$ cat config.mk
export PLATFORM = sky130hd
export DESIGN_NAME = ptr_threshold_regs
export DESIGN_NICKNAME = d
export VERILOG_FILES = /design/src/logic/ptr_pkg.sv /design/src/logic/ptr_threshold_regs.sv /design/src/logic/ptr_byte_bank.sv
export SDC_FILE = /design/constraint.sdc
export NUM_CORES = 1
export LEC_CHECK = 0
export BUFFER_PORTS_ARGS = -buffer_cell sky130_fd_sc_hd__buf_4
export CAP_MARGIN = 20
export CELL_PAD_IN_SITES_DETAIL_PLACEMENT = 1
export CELL_PAD_IN_SITES_GLOBAL_PLACEMENT = 1
export CORE_MARGIN = 2
export CORE_UTILIZATION = 41
export DETAILED_ROUTE_END_ITERATION = 8
export PLACE_DENSITY = 0.85
export SYNTH_ARGS = -nofsm -noshare
export SYNTH_HDL_FRONTEND = slang
export SYNTH_SLANG_ARGS = --single-unit
$ cat constraint.sdc
create_clock -name clk_sys -period 3.5 [get_ports clk_sys]
set_input_delay 0 -clock clk_sys [delete_from_list [all_inputs] [get_ports clk_sys]]
set_output_delay 0 -clock clk_sys [all_outputs]
set_load 0.01 [all_outputs]
$ cat src/logic/ptr_pkg.sv
package ptr_pkg;
  localparam logic [7:0] OFS_P2_LO      = 8'h13;
  localparam logic [7:0] OFS_P2_HI      = 8'h14;
  localparam logic [7:0] OFS_P3_LO      = 8'h15;
  localparam logic [7:0] OFS_P3_HI      = 8'h16;
  localparam logic [7:0] OFS_PARAM      = 8'h17;
  localparam logic [7:0] OFS_CMD        = 8'h18;
  localparam logic [7:0] OFS_LEGACY_P2  = 8'h13;
  localparam logic [7:0] OFS_LEGACY_P3  = 8'h15;
  localparam logic [7:0] RST_BYTE       = 8'h00;
  localparam int         BYTE_W         = 8;
  localparam int         NUM_BYTES      = 5;

  typedef struct packed {
    logic       wr;
    logic       rd;
    logic [7:0] addr;
    logic [7:0] wdata;
  } ptr_req_s;

  typedef struct packed {
    logic        valid;
    logic [15:0] value;
  } ptr_meas_s;
endpackage : ptr_pkg

$ cat src/logic/ptr_threshold_regs.sv
// Functional notes
// - hold 16-bit thresholds, compare per channel
// - bytes mapped at 0x13, 0x14, 0x15, 0x16
// - half-written threshold may be compared mixed
// - old revisions: 8-bit compressed at 0x13/0x15
// - parameter mailbox at 0x17, read-write
// - all bytes reset to zero
// - channel two low byte at 0x13
// - command write at 0x18 consumes mailbox
module ptr_threshold_regs
  import ptr_pkg::*;
#(
  parameter int TH_W = 16
) (
  input  wire logic        clk_sys,
  input  wire logic        rst,
  input  wire logic        ce,
  input  wire ptr_req_s    req,
  input  wire logic        legacy_mode,
  input  wire ptr_meas_s   meas2,
  input  wire ptr_meas_s   meas3,
  output logic [7:0]       rdata,
  output logic             rvalid,
  output logic [TH_W-1:0]  prox2_threshold,
  output logic [TH_W-1:0]  prox3_threshold,
  output logic             prox2_over,
  output logic             prox3_over,
  output logic             cmd_strobe,
  output logic [7:0]       cmd_code,
  output logic [7:0]       cmd_param
);
  if (TH_W != 2 * BYTE_W) begin : g_bad_width
    $error("threshold width must be two bytes");
  end

  logic [NUM_BYTES-1:0]        we;
  logic [NUM_BYTES*BYTE_W-1:0] bank;
  logic [7:0] p2_lo, p2_hi, p3_lo, p3_hi, param;

  assign p2_lo = bank[0*BYTE_W +: BYTE_W];
  assign p2_hi = bank[1*BYTE_W +: BYTE_W];
  assign p3_lo = bank[2*BYTE_W +: BYTE_W];
  assign p3_hi = bank[3*BYTE_W +: BYTE_W];
  assign param = bank[4*BYTE_W +: BYTE_W];

  // byte decode; legacy single bytes land in low-byte slots
  always_comb begin
    we = '0;
    if (req.wr) begin
      if (legacy_mode) begin
        we[0] = (req.addr == OFS_LEGACY_P2);
        we[2] = (req.addr == OFS_LEGACY_P3);
      end else begin
        we[0] = (req.addr == OFS_P2_LO);
        we[1] = (req.addr == OFS_P2_HI);
        we[2] = (req.addr == OFS_P3_LO);
        we[3] = (req.addr == OFS_P3_HI);
      end
      we[4] = (req.addr == OFS_PARAM);
    end
  end

  ptr_byte_bank #(
    .N (NUM_BYTES)
  ) u_bank (
    .clk_sys (clk_sys),
    .rst     (rst),
    .ce      (ce),
    .we      (we),
    .wdata   (req.wdata),
    .q       (bank)
  );

  // compressed legacy value: top nibble exponent, low nibble mantissa
  function automatic logic [TH_W-1:0] expand(input logic [7:0] c);
    logic [TH_W-1:0] m;
    m = {{(TH_W-5){1'b0}}, 1'b1, c[3:0]};
    if (c == 8'h00) begin
      expand = '0;
    end else if (c[7:4] >= 4'h4) begin
      expand = m << (c[7:4] - 4'h4);
    end else begin
      expand = m >> (4'h4 - c[7:4]);
    end
  endfunction : expand

  logic [TH_W-1:0] th2, th3;
  logic [7:0]      next_rdata;
  logic            next_rvalid, next_over2, next_over3, next_cmd;

  always_comb begin
    // bytes apply as they arrive, so a half update is live
    th2 = legacy_mode ? expand(p2_lo) : {p2_hi, p2_lo};
    th3 = legacy_mode ? expand(p3_lo) : {p3_hi, p3_lo};
    next_over2 = prox2_over;
    next_over3 = prox3_over;
    if (meas2.valid) next_over2 = (meas2.value > th2);
    if (meas3.valid) next_over3 = (meas3.value > th3);
    next_rvalid = req.rd;
    next_rdata  = 8'h00;
    if (req.rd) begin
      case (req.addr)
        OFS_P2_LO: next_rdata = p2_lo;
        OFS_P2_HI: next_rdata = legacy_mode ? 8'h00 : p2_hi;
        OFS_P3_LO: next_rdata = p3_lo;
        OFS_P3_HI: next_rdata = legacy_mode ? 8'h00 : p3_hi;
        OFS_PARAM: next_rdata = param;
        default:   next_rdata = 8'h00;
      endcase
    end
    next_cmd = req.wr && (req.addr == OFS_CMD);
  end

  always_ff @(posedge clk_sys) begin
    if (rst) begin
      rdata           <= RST_BYTE;
      rvalid          <= 1'b0;
      prox2_threshold <= '0;
      prox3_threshold <= '0;
      prox2_over      <= 1'b0;
      prox3_over      <= 1'b0;
      cmd_strobe      <= 1'b0;
      cmd_code        <= RST_BYTE;
      cmd_param       <= RST_BYTE;
    end else if (ce) begin
      rdata           <= next_rdata;
      rvalid          <= next_rvalid;
      prox2_threshold <= th2;
      prox3_threshold <= th3;
      prox2_over      <= next_over2;
      prox3_over      <= next_over3;
      cmd_strobe      <= next_cmd;
      if (next_cmd) begin
        cmd_code  <= req.wdata;
        cmd_param <= param;
      end
    end
  end

  mbox_write_a: assert property (@(posedge clk_sys) disable iff (rst)
    ce && req.wr && req.addr == OFS_PARAM ##1 ce && !req.wr
    ##1 ce && req.rd && req.addr == OFS_PARAM
    |=> rdata == $past(req.wdata, 3))
    else $error("mailbox did not hold written byte");

  th_pair_a: assert property (@(posedge clk_sys) disable iff (rst)
    ce && !legacy_mode && req.wr && req.addr == OFS_P3_HI ##1 ce && !legacy_mode
    |=> prox3_threshold[15:8] == $past(req.wdata, 2))
    else $error("channel three high byte not applied");

  lo_pair_a: assert property (@(posedge clk_sys) disable iff (rst)
    ce && !legacy_mode && req.wr && req.addr == OFS_P2_LO ##1 ce && !legacy_mode
    |=> prox2_threshold[7:0] == $past(req.wdata, 2))
    else $error("channel two low byte not applied");

  half_write_a: assert property (@(posedge clk_sys) disable iff (rst)
    ce && !legacy_mode && req.wr && req.addr == OFS_P2_HI ##1 ce && !legacy_mode
    && !req.wr |=> prox2_threshold == {$past(req.wdata, 2), p2_lo})
    else $error("half written threshold not live");

  cmd_consume_a: assert property (@(posedge clk_sys) disable iff (rst)
    ce && req.wr && req.addr == OFS_CMD |=> cmd_strobe && cmd_param == $past(param))
    else $error("command did not capture mailbox");

  cmd_pulse_a: assert property (@(posedge clk_sys) disable iff (rst)
    ce && !(req.wr && req.addr == OFS_CMD) |=> !cmd_strobe)
    else $error("command strobe without write");

  compare_a: assert property (@(posedge clk_sys) disable iff (rst)
    ce && meas3.valid && !req.wr |=> prox3_over == ($past(meas3.value) > $past(th3)))
    else $error("channel three compare wrong");

  reset_zero_a: assert property (@(posedge clk_sys)
    rst |=> bank == '0 && rdata == 8'h00 && !rvalid && !cmd_strobe)
    else $error("byte not zero after reset");

  legacy_hi_a: assert property (@(posedge clk_sys) disable iff (rst)
    ce && legacy_mode && req.rd && req.addr == OFS_P2_HI |=> rdata == 8'h00)
    else $error("legacy high byte not zero");

  rvalid_pulse_a: assert property (@(posedge clk_sys) disable iff (rst)
    ce |=> rvalid == $past(req.rd))
    else $error("read valid does not follow read strobe");

  rdata_idle_a: assert property (@(posedge clk_sys) disable iff (rst)
    ce && !req.rd |=> rdata == 8'h00)
    else $error("read data not zero outside a read");

  cmd_unread_a: assert property (@(posedge clk_sys) disable iff (rst)
    ce && req.rd && req.addr == OFS_CMD |=> rdata == 8'h00)
    else $error("command byte readable");

  cmd_hold_a: assert property (@(posedge clk_sys) disable iff (rst)
    ce && !(req.wr && req.addr == OFS_CMD) |=> $stable(cmd_code) && $stable(cmd_param))
    else $error("command outputs changed without write");

  legacy_skip_a: assert property (@(posedge clk_sys) disable iff (rst)
    ce && legacy_mode && req.wr && req.addr == OFS_P2_HI |=> $stable(p2_hi))
    else $error("legacy mode stored a high byte");

  // smallest nonzero code still expands to at least one
  legacy_nonzero_a: assert property (@(posedge clk_sys) disable iff (rst)
    ce && legacy_mode && req.wr && req.addr == OFS_LEGACY_P2 && req.wdata != 8'h00
    ##1 ce && legacy_mode |=> prox2_threshold != '0)
    else $error("legacy code expanded to zero");

  over_hold_a: assert property (@(posedge clk_sys) disable iff (rst)
    ce && !meas2.valid |=> $stable(prox2_over))
    else $error("channel two flag moved without measurement");

  // ce low must hold every register, read side included
  freeze_a: assert property (@(posedge clk_sys) disable iff (rst)
    !ce |=> $stable(bank) && $stable(prox3_threshold) && $stable(rvalid))
    else $error("state moved with clock enable low");

  // main scenarios
  cov_cmd_c:    cover property (@(posedge clk_sys) cmd_strobe);
  cov_over2_c:  cover property (@(posedge clk_sys) prox2_over);
  cov_legacy_c: cover property (@(posedge clk_sys) legacy_mode && prox3_over);
  cov_freeze_c: cover property (@(posedge clk_sys) !ce && req.wr);
  cov_read_c:   cover property (@(posedge clk_sys) rvalid && rdata != 8'h00);
endmodule : ptr_threshold_regs

$ cat src/logic/ptr_byte_bank.sv
module ptr_byte_bank
  import ptr_pkg::*;
#(
  parameter int N = NUM_BYTES
) (
  input  wire logic                 clk_sys,
  input  wire logic                 rst,
  input  wire logic                 ce,
  input  wire logic [N-1:0]         we,
  input  wire logic [BYTE_W-1:0]    wdata,
  output logic      [N*BYTE_W-1:0]  q
);
  if (N < 1) begin : g_bad_n
    $error("ptr_byte_bank needs at least one byte");
  end

  logic [N*BYTE_W-1:0] next_q;

  genvar i;
  generate
    for (i = 0; i < N; i++) begin : g_byte
      always_comb begin
        next_q[i*BYTE_W +: BYTE_W] = q[i*BYTE_W +: BYTE_W];
        if (we[i]) begin
          next_q[i*BYTE_W +: BYTE_W] = wdata;
        end
      end
    end
  endgenerate

  always_ff @(posedge clk_sys) begin
    if (rst) begin
      q <= {N{RST_BYTE}};
    end else if (ce) begin
      q <= next_q;
    end
  end
endmodule : ptr_byte_bank

==> flow_summary.toml <==
[critical_path]
start_kind = "flip-flop"
worstPathArrival_ps = 3370
rr_worst_depth = 12
setup.worst_path.class = "flip-flop to flip-flop"
worstPathCellList = "inv_1 > ha_1 > nor4bb_1 > o21ai_0 > a211oi_1 > a221oi_1 > ha_1 > nor2b_1 > o21a_1 > o21a_1 > o311ai_0 > a31oi_1"
cp_max_fo = 7
cp_data_required_time_ps = 3720
crit_slowest_cell = "a211oi_1"
critPathMaxStageDelay_ps = 450
crit_path_end_kind = "flip-flop"

[timing]
setup_viol = 0
finalMaxSlewViolations = 0
rsz0062_at_grt = "no"
tns_ps = 0
relSlewSlack_pct = 35.6
period_needed_ps = 3150
fmax_mhz = 318
hold_violations = 0
tightest_slew_ps = 966
fin_crit_sh_pct = 90.0
clock_skew_ps = 9.13

[status]
status = "complete, no violations"

[clock_tree]
max-clock-path-buffers = 2
clock-sinks = 100
cts_resized = 0
cts_root_buf = "clkbuf_16"
tritoncts = "built"
insertion_delay_ps = 350
cts_buffers = 9
path_clk_slew_ps = 70
post_cts_buffers = 0
htreeDepth = 3

[pwr]
p_switching_mw = 0.604
share_comb_of_total_power_pct = 10.9
powerDensity_nw_per_um2 = 325
power.share.sequential_pct = 49.7
ir_drop_mv = 0.195
p_int_mw = 1.75
p_leak_nw = 2.95
clkPwrFrac_pct = 39.4
swShare_pct = 25.6

[global_route]
antenna_found_initial = 0
grt_max_degree = 74
grt_pass1_wl_um = 31500
grt-ovfl-total = 0
grt_pass1_vias = 6056
track_usage_pct = 25.1

[yosys]
async_flop_share_pct = 0
synth_edf_count = 0
syn_inst = 704
yosysWarnings = 0
syn_avg_cell_area_um2 = 8.43
yosysSeqAreaShare_pct = 33.7
synthesis.nets = 800
ys.flop_type = "dfxtp_1"
synth_seq_cells = 100
synth_area_um2 = 5930
ys_types = 59

[place]
placed_cell_area_um2 = 6900
portBuffers = 115
dp_hpwl_um = 14800
gp_congestion = 0.899

[floorplan]
fp-row-count = 43
die_area_um2 = 15400
start_util_pct = 42.4
top_level_ports = 116
die_w_um = 124
coreArea_um2 = 14000
die_y_um = 124

[layout]
final_cell_mix = "buf_4 (129), dfxtp_1 (100), nor2_1 (96)"
antennaDiodeCount = 0
design_area_um2 = 7240
layout.nets = 899
syn2layout_area_growth_pct = 22.0
layout_commonest_cell = "buf_4"
drive_gt1_share_pct = 20.9

[min_path]
worst_hold_path_type = "input pin to flip-flop"
worstHoldPathCells = 4

[detailed_routing]
drt_pass1_iterations = 6
ant_nets = 0
dr.first_iter.drc_count = 400
vias_per_cell = 5.94
wl_per_cell_um = 20.1
num_vias = 5862
drc = 0
drt-total-wl_um = 19900

[flow_run]
cap_violations = 0
cells in the mapped netlist, types with 3 or more instances:
cell / count / share of area [%]
nor2_1: 96 / 6.1
clkbuf_1: 33 / 2.1
buf_6: 3 / 0.57
mux2_2: 11 / 2.1
ha_1: 40 / 8.4
a222oi_1: 6 / 1.0
nor4_1: 4 / 0.42
a22o_1: 8 / 1.2
nor2b_1: 11 / 1.2
dfxtp_1: 100 / 34
buf_2: 9 / 0.76
a21oi_1: 46 / 3.9
a31o_2: 4 / 0.59
nand3_1: 21 / 1.8
inv_1: 27 / 1.7
nor3_1: 5 / 0.42
mux4_2: 3 / 1.1
mux2i_1: 50 / 8.4
nand2_1: 63 / 4.0
a31oi_1: 3 / 0.32
o22ai_1: 11 / 1.2
nand3b_1: 3 / 0.38
a221oi_1: 4 / 0.59
o21a_1: 5 / 0.63
nand4_1: 9 / 0.95
a22oi_1: 15 / 1.9
a211oi_1: 36 / 4.6
o21ai_0: 27 / 2.3
final cells by class:
class,instances,area [um^2]
Inverter,29,109
Fill cell,1682,6750
Clock inverter,4,26.3
Multi-Input combinational cell,526,3600
Clock buffer,11,233
Tap cell,180,225
Timing Repair Buffer,137,1050
Sequential cell,100,2000
cell families (layout without fill, tap and decap cells):
group	Yosys count	count (layout)	synth area share [%]
AOI/OAI and AO/OA	188	188	21.4
adders and majority gates	40	40	8.44
buffers and inverters	78	181	5.63
DFF	100	100	33.7
muxes	64	64	11.7
and+or+nand+nor	234	234	19.1
worst max-delay path, delay by kind of cell, from the launching register on:
family | cells | cell delay (ps)
compound gates | 7 | 1580
fa+ha+maj | 2 | 610
buf+inv | 1 | 130
flops | 1 | 310
simple gates | 2 | 400
layer usage:
layer  part of all wire (%)  up-vias  global-route usage [%]
met4                    2.3        0                    8.79
met2                     47      198                    42.5
met1                     45     2856                    32.2
li1                       -     2775                       -
met3                    5.4       33                    4.12
met5                      0        -                       0
path summary, 6_finish.rpt:
check / startpoint / end / slack (ps)
worst max-delay path: u_bank.q[4] / prox2_over / 350
worst min-delay path: req[8] / u_bank.q[9] / 20
worst max register to register: u_bank.q[4] / prox2_over / 350
worst min register to register: u_bank.q[8] / u_bank.q[8] / 480
flip-flops by register name (all words and copies together) (netlist names):
name             cells
rvalid               1
prox2_over           1
cmd_code             8
prox3_threshold     16
u_bank.q            40
rdata                8
prox3_over           1
cmd_param            8
prox2_threshold     16
cmd_strobe           1
power groups by stage:
| stage | sequential [mW] | combinational [mW] | clock (mW) |
|---|---|---|---|
| 2_1_floorplan | 1.20 | 0.109 | 0 |
| 3_3_place_gp | 1.20 | 0.238 | 0 |
| 3_5_place_dp | 1.20 | 0.248 | 0 |
| 4_1_cts | 1.17 | 0.257 | 0.935 |
| 5_1_grt | 1.17 | 0.278 | 0.991 |
| 6_report | 1.17 | 0.256 | 0.929 |
stage by stage:
step | hold WS [ps] | worst slack, ps | power [mW] | std cells | utilization (%)
after floorplan | 144 | 383 | 1.31 | 704 | -
after global placement | 315 | 590 | 1.43 | 964 | 49.3
after CTS | 14.6 | 358 | 2.36 | 987 | 51.8
final | 16.3 | 351 | 2.36 | 987 | 51.8
after detailed placement | 329 | 427 | 1.45 | 964 | 49.3
after global routing | 37.2 | 38.3 | 2.44 | 987 | 51.8
timing repair:
| item | 4_1_cts | 5_1_grt |
|---|---|---|
| endpoints found under the hold margin | 38 | 0 |
| setup endpoints to repair | 0 | 0 |
| hold buffers | 8 | 0 |
Power figures use the tool's default switching activity.
